--- src/dtt_pkg.sv ---
// package of constants for the dual and teaching timer block
package dtt_pkg;
   // ==========================================================
   // clock and timebase
   localparam int unsigned CLK_HZ          = 25000000;
   localparam int unsigned TICK_1MS_US     = 1000;
   localparam int unsigned CYC_PER_1MS     = (CLK_HZ / 1000000) * TICK_1MS_US;
   localparam int unsigned MS_PER_10MS     = 10;
   localparam int unsigned MS_PER_100MS    = 100;
   localparam int unsigned MS_PER_1S       = 1000;
   // ==========================================================
   // widths and work area
   localparam int unsigned DUR_W           = 16;
   localparam int unsigned NUM_DUAL        = 4;
   localparam int unsigned DUAL_WORK_WORDS = 2;
   localparam int unsigned TEACH_WORDS     = 3;
   localparam logic [15:0] WORD_RESET      = 16'h0000;
   // ==========================================================
   // resolution index of each dual timer
   localparam int unsigned RES_1S          = 0;
   localparam int unsigned RES_100MS       = 1;
   localparam int unsigned RES_10MS        = 2;
   localparam int unsigned RES_1MS         = 3;
   typedef enum logic [0:0] {DTT_ON, DTT_OFF} dtt_phase_t;
endpackage : dtt_pkg

--- src/dtt_tick_div.sv ---
// divider making a one-cycle tick every DIV enable pulses
`timescale 1ns/1ps
`default_nettype none
module dtt_tick_div
   import dtt_pkg::*;
#(
   parameter int unsigned DIV = 10
) (
   input  wire logic mclk,
   input  wire logic rstn,
   input  wire logic en_in,
   output var  logic tick
);
   logic [15:0] cnt;
   logic [15:0] next_cnt;
   logic        next_tick;

   always_comb begin
      next_cnt  = cnt;
      next_tick = 1'b0;
      if (en_in) begin
         if (cnt == 16'(DIV - 1)) begin
            next_cnt  = 16'h0000;
            next_tick = 1'b1;
         end else begin
            next_cnt = cnt + 16'h0001;
         end
      end
   end

   always_ff @(posedge mclk) begin
      if (!rstn) begin
         cnt  <= 16'h0000;
         tick <= 1'b0;
      end else begin
         cnt  <= next_cnt;
         tick <= next_tick;
      end
   end
endmodule : dtt_tick_div
`default_nettype wire

--- src/dtt_dual.sv ---
// one dual timer: on/off pulse train while started
`timescale 1ns/1ps
`default_nettype none
module dtt_dual
   import dtt_pkg::*;
(
   input  wire logic             mclk,
   input  wire logic             rstn,
   input  wire logic             run,
   input  wire logic             tick,
   input  wire logic [DUR_W-1:0] on_duration,
   input  wire logic [DUR_W-1:0] off_duration,
   output var  logic             timer_out,
   output var  logic [DUR_W-1:0] work_elapsed,
   output var  logic             work_phase
);
   dtt_phase_t       phase;
   dtt_phase_t       next_phase;
   logic [DUR_W-1:0] elapsed;
   logic [DUR_W-1:0] next_elapsed;
   logic [DUR_W-1:0] limit;
   logic             next_out;

   always_comb begin
      next_phase   = phase;
      next_elapsed = elapsed;
      limit        = (phase == DTT_ON) ? on_duration : off_duration;
      if (!run) begin
         next_phase   = DTT_ON;
         next_elapsed = '0;
      end else if (limit == '0) begin
         next_phase   = (phase == DTT_ON) ? DTT_OFF : DTT_ON;
         next_elapsed = '0;
      end else if (tick) begin
         if (elapsed + 16'h0001 >= limit) begin
            next_phase   = (phase == DTT_ON) ? DTT_OFF : DTT_ON;
            next_elapsed = '0;
         end else begin
            next_elapsed = elapsed + 16'h0001;
         end
      end
      // zero-length phases are skipped so output follows the nonzero one
      if (!run) begin
         next_out = 1'b0;
      end else if (next_phase == DTT_ON) begin
         next_out = (on_duration != '0) || (off_duration == '0 && on_duration != '0);
      end else begin
         next_out = (off_duration == '0) && (on_duration != '0);
      end
   end

   always_ff @(posedge mclk) begin
      if (!rstn) begin
         phase     <= DTT_ON;
         elapsed   <= '0;
         timer_out <= 1'b0;
      end else begin
         phase     <= next_phase;
         elapsed   <= next_elapsed;
         timer_out <= next_out;
      end
   end

   assign work_elapsed = elapsed;
   assign work_phase   = (phase == DTT_OFF);
endmodule : dtt_dual
`default_nettype wire

--- src/dtt_top.sv ---
// top of the dual and teaching timer block
`timescale 1ns/1ps
`default_nettype none
// How it works
// while started, output high for on count, low for off count, repeating.
// 10 ms timer counts 10 ms ticks, range 0 to 655.35 s.
// 1 ms timer counts 1 ms ticks, range 0 to 65.535 s.
// each dual timer has two private work words nobody else writes.
// dual timer invoked from interrupt is refused and raises error flag.
// teach timer counts input high time in 100 ms units into result.
// teach result spans 0 to 6553.5 s as 16-bit count.
// teach input rise clears result then starts accumulating.
// teach input fall stops counting and holds result until next rise.
// teach timer uses result word plus two private work words; the code keeps one, teach_work_sub.
// teach timer invoked from interrupt is rejected and raises error flag.
// 1 s timer counts 1 s ticks, range 0 to 65535 s.
// 100 ms timer counts 100 ms ticks, range 0 to 6553.5 s.
// start low drives output low and restarts with on phase.
// zero phase duration is skipped immediately.
module dtt_top
   import dtt_pkg::*;
#(
   parameter int unsigned CYC_1MS = CYC_PER_1MS
) (
   input  wire logic                      mclk,
   input  wire logic                      rstn,
   input  wire logic [NUM_DUAL-1:0]       dual_start,
   input  wire logic [NUM_DUAL-1:0]       dual_in_irq,
   input  wire logic [NUM_DUAL*DUR_W-1:0] on_duration,
   input  wire logic [NUM_DUAL*DUR_W-1:0] off_duration,
   input  wire logic                      teach_start,
   input  wire logic                      teach_in_irq,
   input  wire logic                      error_clear,
   output var  logic [NUM_DUAL-1:0]       dual_out,
   output var  logic [DUR_W-1:0]          timer_output_or_result,
   output var  logic [DUR_W-1:0]          teach_work_sub,
   output var  logic                      teach_active,
   output var  logic                      program_exec_error_flag,
   output var  logic                      error_led
);
   // ==========================================================
   // start input synchronisers
   logic [NUM_DUAL-1:0] ds_ff1;
   logic [NUM_DUAL-1:0] ds_ff2;
   logic [NUM_DUAL-1:0] ds_ff3;
   logic [NUM_DUAL-1:0] ds_lvl;
   logic [NUM_DUAL-1:0] next_ds_lvl;
   logic                ts_ff1;
   logic                ts_ff2;
   logic                ts_ff3;
   logic                ts_lvl;
   logic                next_ts_lvl;

   always_comb begin
      next_ds_lvl = ds_lvl;
      next_ts_lvl = ts_lvl;
      for (int i = 0; i < NUM_DUAL; i++) begin
         if (ds_ff2[i] == ds_ff3[i]) begin
            next_ds_lvl[i] = ds_ff3[i];
         end
      end
      if (ts_ff2 == ts_ff3) begin
         next_ts_lvl = ts_ff3;
      end
   end

   always_ff @(posedge mclk) begin
      if (!rstn) begin
         ds_ff1 <= '0;
         ds_ff2 <= '0;
         ds_ff3 <= '0;
         ds_lvl <= '0;
         ts_ff1 <= 1'b0;
         ts_ff2 <= 1'b0;
         ts_ff3 <= 1'b0;
         ts_lvl <= 1'b0;
      end else begin
         ds_ff1 <= dual_start;
         ds_ff2 <= ds_ff1;
         ds_ff3 <= ds_ff2;
         ds_lvl <= next_ds_lvl;
         ts_ff1 <= teach_start;
         ts_ff2 <= ts_ff1;
         ts_ff3 <= ts_ff2;
         ts_lvl <= next_ts_lvl;
      end
   end

   // ==========================================================
   // timebase: 1 ms, 10 ms, 100 ms, 1 s ticks
   logic [15:0] ms_cnt;
   logic [15:0] next_ms_cnt;
   logic        tick_1ms;
   logic        next_tick_1ms;
   logic        tick_10ms;
   logic        tick_100ms;
   logic        tick_1s;

   always_comb begin
      next_tick_1ms = 1'b0;
      if (ms_cnt == 16'(CYC_1MS - 1)) begin
         next_ms_cnt   = 16'h0000;
         next_tick_1ms = 1'b1;
      end else begin
         next_ms_cnt = ms_cnt + 16'h0001;
      end
   end

   always_ff @(posedge mclk) begin
      if (!rstn) begin
         ms_cnt   <= 16'h0000;
         tick_1ms <= 1'b0;
      end else begin
         ms_cnt   <= next_ms_cnt;
         tick_1ms <= next_tick_1ms;
      end
   end

   dtt_tick_div #(.DIV(MS_PER_10MS)) u_div10 (
      .mclk  (mclk),
      .rstn  (rstn),
      .en_in (tick_1ms),
      .tick  (tick_10ms)
   );

   dtt_tick_div #(.DIV(MS_PER_100MS / MS_PER_10MS)) u_div100 (
      .mclk  (mclk),
      .rstn  (rstn),
      .en_in (tick_10ms),
      .tick  (tick_100ms)
   );

   dtt_tick_div #(.DIV(MS_PER_1S / MS_PER_100MS)) u_div1s (
      .mclk  (mclk),
      .rstn  (rstn),
      .en_in (tick_100ms),
      .tick  (tick_1s)
   );

   // ==========================================================
   // dual timers, one per resolution
   logic [NUM_DUAL-1:0] tick_sel;
   logic [NUM_DUAL-1:0] dual_run;
   logic [NUM_DUAL-1:0] dual_q;

   always_comb begin
      tick_sel            = '0;
      tick_sel[RES_1S]    = tick_1s;
      tick_sel[RES_100MS] = tick_100ms;
      tick_sel[RES_10MS]  = tick_10ms;
      tick_sel[RES_1MS]   = tick_1ms;
      dual_run            = ds_lvl & ~dual_in_irq;
   end

   for (genvar g = 0; g < NUM_DUAL; g++) begin : g_dual
      dtt_dual u_dual (
         .mclk         (mclk),
         .rstn         (rstn),
         .run          (dual_run[g]),
         .tick         (tick_sel[g]),
         .on_duration  (on_duration[g*DUR_W +: DUR_W]),
         .off_duration (off_duration[g*DUR_W +: DUR_W]),
         .timer_out    (dual_q[g]),
         .work_elapsed (),
         .work_phase   ()
      );
   end

   always_ff @(posedge mclk) begin
      if (!rstn) begin
         dual_out <= '0;
      end else begin
         dual_out <= dual_q;
      end
   end

   // ==========================================================
   // teaching timer
   logic             teach_run;
   logic             teach_prev;
   logic [DUR_W-1:0] next_result;
   logic [DUR_W-1:0] next_sub;
   logic             next_active;

   always_comb begin
      teach_run   = ts_lvl & ~teach_in_irq;
      next_result = timer_output_or_result;
      next_sub    = teach_work_sub;
      next_active = teach_run;
      if (teach_run && !teach_prev) begin
         next_result = '0;
         next_sub    = '0;
      end else if (teach_run && tick_100ms) begin
         if (timer_output_or_result != 16'hFFFF) begin
            next_result = timer_output_or_result + 16'h0001;
         end
         next_sub = teach_work_sub + 16'h0001;
      end
      // falling start leaves the result untouched
   end

   always_ff @(posedge mclk) begin
      if (!rstn) begin
         teach_prev             <= 1'b0;
         timer_output_or_result <= WORD_RESET;
         teach_work_sub         <= WORD_RESET;
         teach_active           <= 1'b0;
      end else begin
         teach_prev             <= teach_run;
         timer_output_or_result <= next_result;
         teach_work_sub         <= next_sub;
         teach_active           <= next_active;
      end
   end

   // ==========================================================
   // execution error flag and indicator
   logic irq_err;
   logic next_err;

   always_comb begin
      irq_err  = (|(ds_lvl & dual_in_irq)) | (ts_lvl & teach_in_irq);
      next_err = program_exec_error_flag;
      if (irq_err) begin
         next_err = 1'b1;
      end else if (error_clear) begin
         next_err = 1'b0;
      end
   end

   always_ff @(posedge mclk) begin
      if (!rstn) begin
         program_exec_error_flag <= 1'b0;
         error_led               <= 1'b0;
      end else begin
         program_exec_error_flag <= next_err;
         error_led               <= next_err;
      end
   end

   // edges since the last 1 ms tick; all ones in reset so the release edge wraps it to zero
   logic [15:0] gap_cnt;
   logic [15:0] next_gap_cnt;

   always_comb begin
      next_gap_cnt = gap_cnt + 16'h0001;
      if (tick_1ms) begin
         next_gap_cnt = 16'h0000;
      end
   end

   always_ff @(posedge mclk) begin
      if (!rstn) begin
         gap_cnt <= 16'hFFFF;
      end else begin
         gap_cnt <= next_gap_cnt;
      end
   end
endmodule : dtt_top
`default_nettype wire

--- config.mk ---
export PLATFORM = sky130hd
export DESIGN_NAME = dtt_top
export DESIGN_NICKNAME = d
export VERILOG_FILES = /design/src/dtt_pkg.sv /design/src/dtt_tick_div.sv /design/src/dtt_dual.sv /design/src/dtt_top.sv
export SDC_FILE = /design/constraint.sdc
export NUM_CORES = 1
export LEC_CHECK = 0
export ABC_CLOCK_PERIOD_IN_PS = 3600
export BUFFER_PORTS_ARGS = -buffer_cell sky130_fd_sc_hd__clkbuf_2
export CORE_ASPECT_RATIO = 1.2
export CORE_MARGIN = 3
export CORE_UTILIZATION = 50
export CTS_CLUSTER_DIAMETER = 80
export CTS_CLUSTER_SIZE = 8
export DETAILED_ROUTE_END_ITERATION = 7
export PLACE_DENSITY = 0.71
export SYNTH_ARGS = -nofsm -noshare
export SYNTH_HDL_FRONTEND = slang
export SYNTH_HIERARCHICAL = 1
export SYNTH_SLANG_ARGS = --single-unit
--- constraint.sdc ---
create_clock -name mclk -period 3.6 [get_ports mclk]
set_input_delay 0.54 -clock mclk [delete_from_list [all_inputs] [get_ports mclk]]
set_output_delay 0.54 -clock mclk [all_outputs]
set_load 0.005 [all_outputs]
=== Word level (Yosys, flattened, before mapping) ===
Cells that the tools add are included.

* Logic and storage cells: 152
* Output and inout port bits: 39
* Bits of input ports: 141
* Bits in registers: 198

* Order comparisons: 4
* Reductions and logical operators: 39
* Multiplexer cells: 41
* Bitwise operators: 12
* $add $sub $neg: 10
* Equal/unequal tests: 10

{| class="wikitable"
|+ Operator list
! kind !! count
|-
| two-way mux 16 bit || 11
|-
| adder 16 x 1 -> 16 bit (second input constant) || 10
|-
| logical NOT 16 bit || 8
|-
| greater-or-equal comparator 16 bit || 4
|-
| nonzero test 16 bit || 4
|-
| equality test 16 x 4 -> 1 bit (second input constant) || 3
|-
| two-way mux 1 bit || 30
|-
| equality test 16 x 15 -> 1 bit (second input constant) || 1
|-
| inequality test 16 bit (second input constant) || 1
|-
| AND reduction 2 bit || 8
|-
| OR reduction 3 bit || 4
|-
| bitwise AND 4 bit || 2
|-
| logical AND 1 bit || 6
|-
| NOT 1 bit || 6
|-
| equality test 1 bit || 5
|-
| logical OR 1 bit || 4
|-
| NOT 4 bit || 1
|-
| OR reduction 2 bit || 2
|-
| OR reduction 4 bit || 1
|-
| bitwise AND 1 bit || 2
|-
| nonzero test 2 bit || 1
|-
| logical NOT 1 bit || 1
|-
| OR 1 bit || 1
|}

=== Depth between registers and ports, before layout ===
* Depth after elaboration: 7
* Gate-level depth with buffers: 14
* Mapped depth without buffers: 11

=== By module ===
The synthesis kept the hierarchy.

{| class="wikitable"
|+ By module, submodules not included
! module !! cells each !! times used !! area each (um2)
|-
| dtt_dual at g_dual[0].u_dual ... || 200 || 3 || 1676.6
|-
| dtt_top || 335 || 1 || 3052.9
|-
| dtt_tick_div || 90 || 3 || 889.6
|-
| dtt_dual at g_dual[2].u_dual || 193 || 1 || 1666.6
|}

=== Worst setup path after synthesis ===
Ideal clock, no wire load.

* Kind: flip-flop to flip-flop
* From: register g_dual[0].u_dual.phase
* To: register g_dual[0].u_dual.elapsed[11]
* Period minus slack after synthesis: 3.007 ns
* Required time: 3.541 ns
* Setup time: 0.059 ns
* Data arrival time: 2.948 ns
* Stages on the path, launching flop included: 12
* Path slack: 0.593 ns
* Cell sequence: dfxtp_1 -> clkbuf_1 -> buf_1 -> mux2i_1 -> ha_1 -> a211o_1 -> a31oi_1 -> o221ai_1 -> a21o_1 -> buf_4 -> o31ai_1 -> a22o_1

* Cells in the longest elaborated chain, start to end: 3
* Elaborated cells on any way between the ends: 5
* Those cells by class: 1 x order compare; 2 x mux; 2 x reduce/logical

{| class="wikitable"
|+ RTL lines
! item !! line !! text
|-
| start, declared || dtt_dual.sv:17 || <nowiki>dtt_phase_t phase;</nowiki>
|-
| start signal, assigned || dtt_dual.sv:58 || <nowiki>phase <= next_phase;</nowiki>
|-
| two-way mux 16 bit * || dtt_dual.sv:27 || <nowiki>limit = (phase == DTT_ON) ? on_duration : off_duration;</nowiki>
|-
| greater-or-equal comparator 16 bit or logical NOT 16 bit (tied branches) || dtt_dual.sv:35, dtt_dual.sv:31 ||
|-
| two-way mux 16 bit or OR reduction 3 bit (tied branches) || -- ||
|-
| end signal, assigned || dtt_dual.sv:59 || <nowiki>elapsed <= next_elapsed;</nowiki>
|-
| end, declared || dtt_dual.sv:19 || <nowiki>logic [DUR_W-1:0] elapsed;</nowiki>
|}

Mark *: on every way between the ends. The rest lies on a longest branch, timed or not.
A chain may end at the register's enable or synchronous reset.

=== Worst setup path in the final report ===
* From: register g_dual[1].u_dual.elapsed[3]
* To: register g_dual[1].u_dual.elapsed[14]

* Cells in the longest elaborated chain, start to end: 3

{| class="wikitable"
|+ RTL lines
! item !! line !! text
|-
| start, declared || dtt_dual.sv:19 ||
|-
| start signal, assigned || dtt_dual.sv:59 ||
|-
| adder 16 x 1 -> 16 bit * || dtt_dual.sv:35, dtt_dual.sv:39 ||
|-
| greater-or-equal comparator 16 bit || dtt_dual.sv:35 || <nowiki>if (elapsed + 16'h0001 >= limit) begin</nowiki>
|-
| two-way mux 16 bit * || dtt_dual.sv:35 ||
|}

Marked as above.

==> metrics.yaml <==
status:
  run_status: "finished, final reports clean"
synth:
  postSynthCellCount: 1398
  yosysSeqAreaShare_pct: 31.92
  ys_ff_latch: 198
  synth_edf_count: 0
  synth_top_cell_by_area: "dfxtp_1"
  synth-async-reset-ratio_pct: 0
  syn_area_sq_um: 12420
  synth_commonest_cells: "dfxtp_1 (198), nand2_1 (120), nor2_1 (111)"
  synth_most_common_cell: "dfxtp_1"
  syn_avg_cell_area_sq_um: 8.883
  synthesis.nets: 1616
  yosys_warnings: 6
  synthTopCellsByArea: "dfxtp_1 (32%), ha_1 (7.8%), xnor2_1 (6.9%)"
  synth_top_area_share_pct: 31.92
  synth.distinct_cells: 71
  synth_flop_cell: "dfxtp_1"
clock_network:
  cts_resized: 0
  clk_pin_slew_ns: 0.08
  cts.sinks: 198
  htreeDepth: 4
  cts_tree: "yes"
  hold_buffers: 0
  ctsRootBufferMaster: "clkbuf_16"
  cts_setup_buffers: 0
  clk_latency_ns: 0.44
  numCtsBuffers: 17
  max-clock-path-buffers: 2
setup_path:
  crit_top_cell: "and4_1"
  rrSetupSlack_ns: 0.32
  critPathSlowestCell: "dfxtp_1"
  crit_chain: "and4_1 -> and4_1 -> and4_1 -> xor2_1 -> ha_1 -> a21oi_1 -> o221ai_1 -> a21o_1 -> nor3_4 -> a22o_1"
  required_ns: 3.98
  start_kind: "flop"
  crit_buf_inv: 0
  r2r_cells: 10
  reg2reg_from: "g_dual[1].u_dual/work_elapsed[3]$_SDFFE_PP0P_"
  arrival_ns: 3.66
  setup.worst_path.end_class: "flop"
  cp_max_fo: 13
  critPathKind: "reg2reg"
  max_stage_delay_ns: 0.45
  cp_top_family: "simple AND/OR/NAND/NOR gates"
  r2r-end: "g_dual[1].u_dual/work_elapsed[14]$_SDFFE_PP0P_"
grt:
  gr-usage-met3_pct: 2.922
  antenna_found_initial: 0
  grtUsageMet1_pct: 27.80
  grt_overflow: 0
  grt_start_max_net_pins: 32
  grt_usage_pct: 21.26
  grt_pass1_vias: 10120
  grt_first_pass_wirelength_um: 47670
  top_usage_layer: "met2"
  globalRouteMet2Util_pct: 37.08
route:
  avgViaCountPerCell: 5.677
  drtAntennaViolNets: 0
  route.detailed.drc: 0
  wl_per_cell_um: 15.13
  dr.first_iter.drc_count: 467
  firstDrtPassIters: 5
  via_count: 10760
  routed_wl_um: 28690
timing:
  setup_slack_ns: 0.3154
  max_freq_mhz: 304.5
  relSlewSlack_pct: 41.23
  final.period_utilization_pct: 91.24
  setup_violations: 0
  hold_violations: 0
  timing.setup.tns_ns: 0
  skew_ns: 0.01090
  whs_ns: 0.3036
  drv_slew: 0
  min_period_ns: 3.285
  rsz0062_at_grt: "no"
  worst_slew_pin_slew_ns: 0.8804
die:
  rows: 62
  start_util_pct: 51.31
  die-area_sq_um: 26770
  ioPinCount: 180
  chipWidth_um: 149.9
  dieHeight_um: 178.6
  core_area_sq_um: 24200
power_and_ir_drop:
  leakagePower_nw: 5.592
  power_density_nw_per_um2: 305.7
  total_power_w: 0.004328
  ir_drop_mv: 0.2175
cells_and_area:
  nets: 1781
  drive_gt1_share_pct: 22.21
  diodes: 0
  fillers: 2204
  multi_input_area_sq_um: 7999
  syn_to_final_growth_pct: 14.00
  regArea_sq_um: 3964
placed_design:
  portBuffers: 179
  hpwl_um: 21940
  globalplace.congestion: 0.8527
  dp_slack_ns: 0.3726
min_path:
  holdCritStartpoint: "dual_start[1]"
  whs_path_depth: 2
  holdPathEnd: "ds_ff1[1]$_SDFF_PN0_"
  hold_path.class: "in2reg"
job:
  cap_violations: 0
-- area by class of cell --
cell class	count	area share (%)
flip-flops and latches	198	28.00
repair buffers	200	7.441
inverters	36	0.9545
clock buffers	17	3.005
multi-input cells	1110	56.50
clock inverters	15	1.273
well taps	320	2.828
-- where the power goes --
part           switching [W]  total, W  internal (W)
combinational       0.000128  0.000234      0.000105
clock               0.000953   0.00189      0.000940
sequential        0.00000507   0.00220       0.00220
-- worst register-to-register path, cell delays in order, from the launching register on --
cell      delay [ns]
dfxtp_1         0.45
and4_1          0.27
and4_1          0.36
and4_1          0.28
xor2_1          0.22
ha_1            0.29
a21oi_1         0.17
o221ai_1        0.16
a21o_1          0.36
nor3_4          0.45
a22o_1          0.21
-- logic make-up (layout without fill, tap and decap cells) --
logic type	after synthesis	in the layout	share of synthesized area, %
and+or+nand+nor	611	611	29.47
AOI/OAI and AO/OA	231	231	12.98
DFF	198	198	31.92
xor gates and xnor gates	125	125	8.816
buffers and inverters	90	268	3.698
adders and majority gates	77	77	7.758
muxes	66	66	5.360
-- per-layer routing --
layer | vias up | share of wire (%)
met1 | 5007 | 45
met4 | 0 | 1.1
met3 | 25 | 4.8
met2 | 265 | 49
li1 | 5467 | -
met5 | - | 0
-- per-stage QoR --
stage	util, %	std cells	instance area (sq um)
floorplan	-	1398	12420
global placement	55.99	1864	13550
detailed placement	55.99	1864	13550
CTS	58.49	1896	14160
global route	58.49	1896	14160
finish	58.49	1896	14160
-- state kept, by name, indices dropped and copies added (netlist names), 4 cells and up --
| signal | cells |
|---|---|
| ds_lvl | 4 |
| ds_ff1 | 4 |
| u_div1s/cnt | 16 |
| teach_work_sub | 16 |
| ds_ff2 | 4 |
| g_dual.u_dual/work_phase | 4 |
| timer_output_or_result | 16 |
| ds_ff3 | 4 |
| g_dual.u_dual/timer_out | 4 |
| dual_out | 4 |
| g_dual.u_dual/work_elapsed | 64 |
| ms_cnt | 16 |
| u_div10/cnt | 16 |
| u_div100/cnt | 16 |
-- worst max-delay path by stage --
stage / slack, ns / depth (start not counted) / startpoint / end
floorplan: 0.59 / 11 / g_dual[0].u_dual/work_phase$_SDFF_PN0_ / g_dual[0].u_dual/work_elapsed[11]$_SDFFE_PP0P_
global placement: 0.38 / 10 / g_dual[1].u_dual/work_elapsed[3]$_SDFFE_PP0P_ / g_dual[1].u_dual/work_elapsed[14]$_SDFFE_PP0P_
detailed placement: 0.37 / 10 / g_dual[1].u_dual/work_elapsed[3]$_SDFFE_PP0P_ / g_dual[1].u_dual/work_elapsed[5]$_SDFFE_PP0P_
CTS: 0.34 / 11 / g_dual[1].u_dual/work_elapsed[0]$_SDFFE_PP0P_ / g_dual[1].u_dual/work_elapsed[14]$_SDFFE_PP0P_
global route: 0.05 / 11 / g_dual[1].u_dual/work_elapsed[0]$_SDFFE_PP0P_ / g_dual[1].u_dual/work_elapsed[7]$_SDFFE_PP0P_
finish: 0.32 / 10 / g_dual[1].u_dual/work_elapsed[3]$_SDFFE_PP0P_ / g_dual[1].u_dual/work_elapsed[14]$_SDFFE_PP0P_
-- layout by cell type (no fill, tap or decap), drive strengths merged, types with 5 or more instances in the layout --
cell | synthesis | routed
a21oi | 78 | 78
a22o | 38 | 38
a22oi | 7 | 7
a31o | 14 | 14
a31oi | 7 | 7
and2 | 20 | 20
and3 | 18 | 18
and4 | 18 | 18
buf | 35 | 21
clkbuf | 19 | 196
clkinv | 0 | 8
dfxtp | 198 | 198
ha | 77 | 77
inv | 36 | 42
mux2i | 62 | 62
nand2 | 124 | 124
nand2b | 5 | 5
nand3 | 67 | 67
nand4 | 60 | 60
nor2 | 145 | 145
nor2b | 14 | 14
nor3 | 27 | 27
nor4 | 61 | 61
nor4b | 13 | 13
o21a | 5 | 5
o21ai | 29 | 29
o221ai | 8 | 8
o31ai | 26 | 26
or2 | 5 | 5
or3 | 18 | 18
or4 | 8 | 8
xnor2 | 98 | 98
xor2 | 27 | 27
Note: power is estimated with default switching activity, not from simulation.
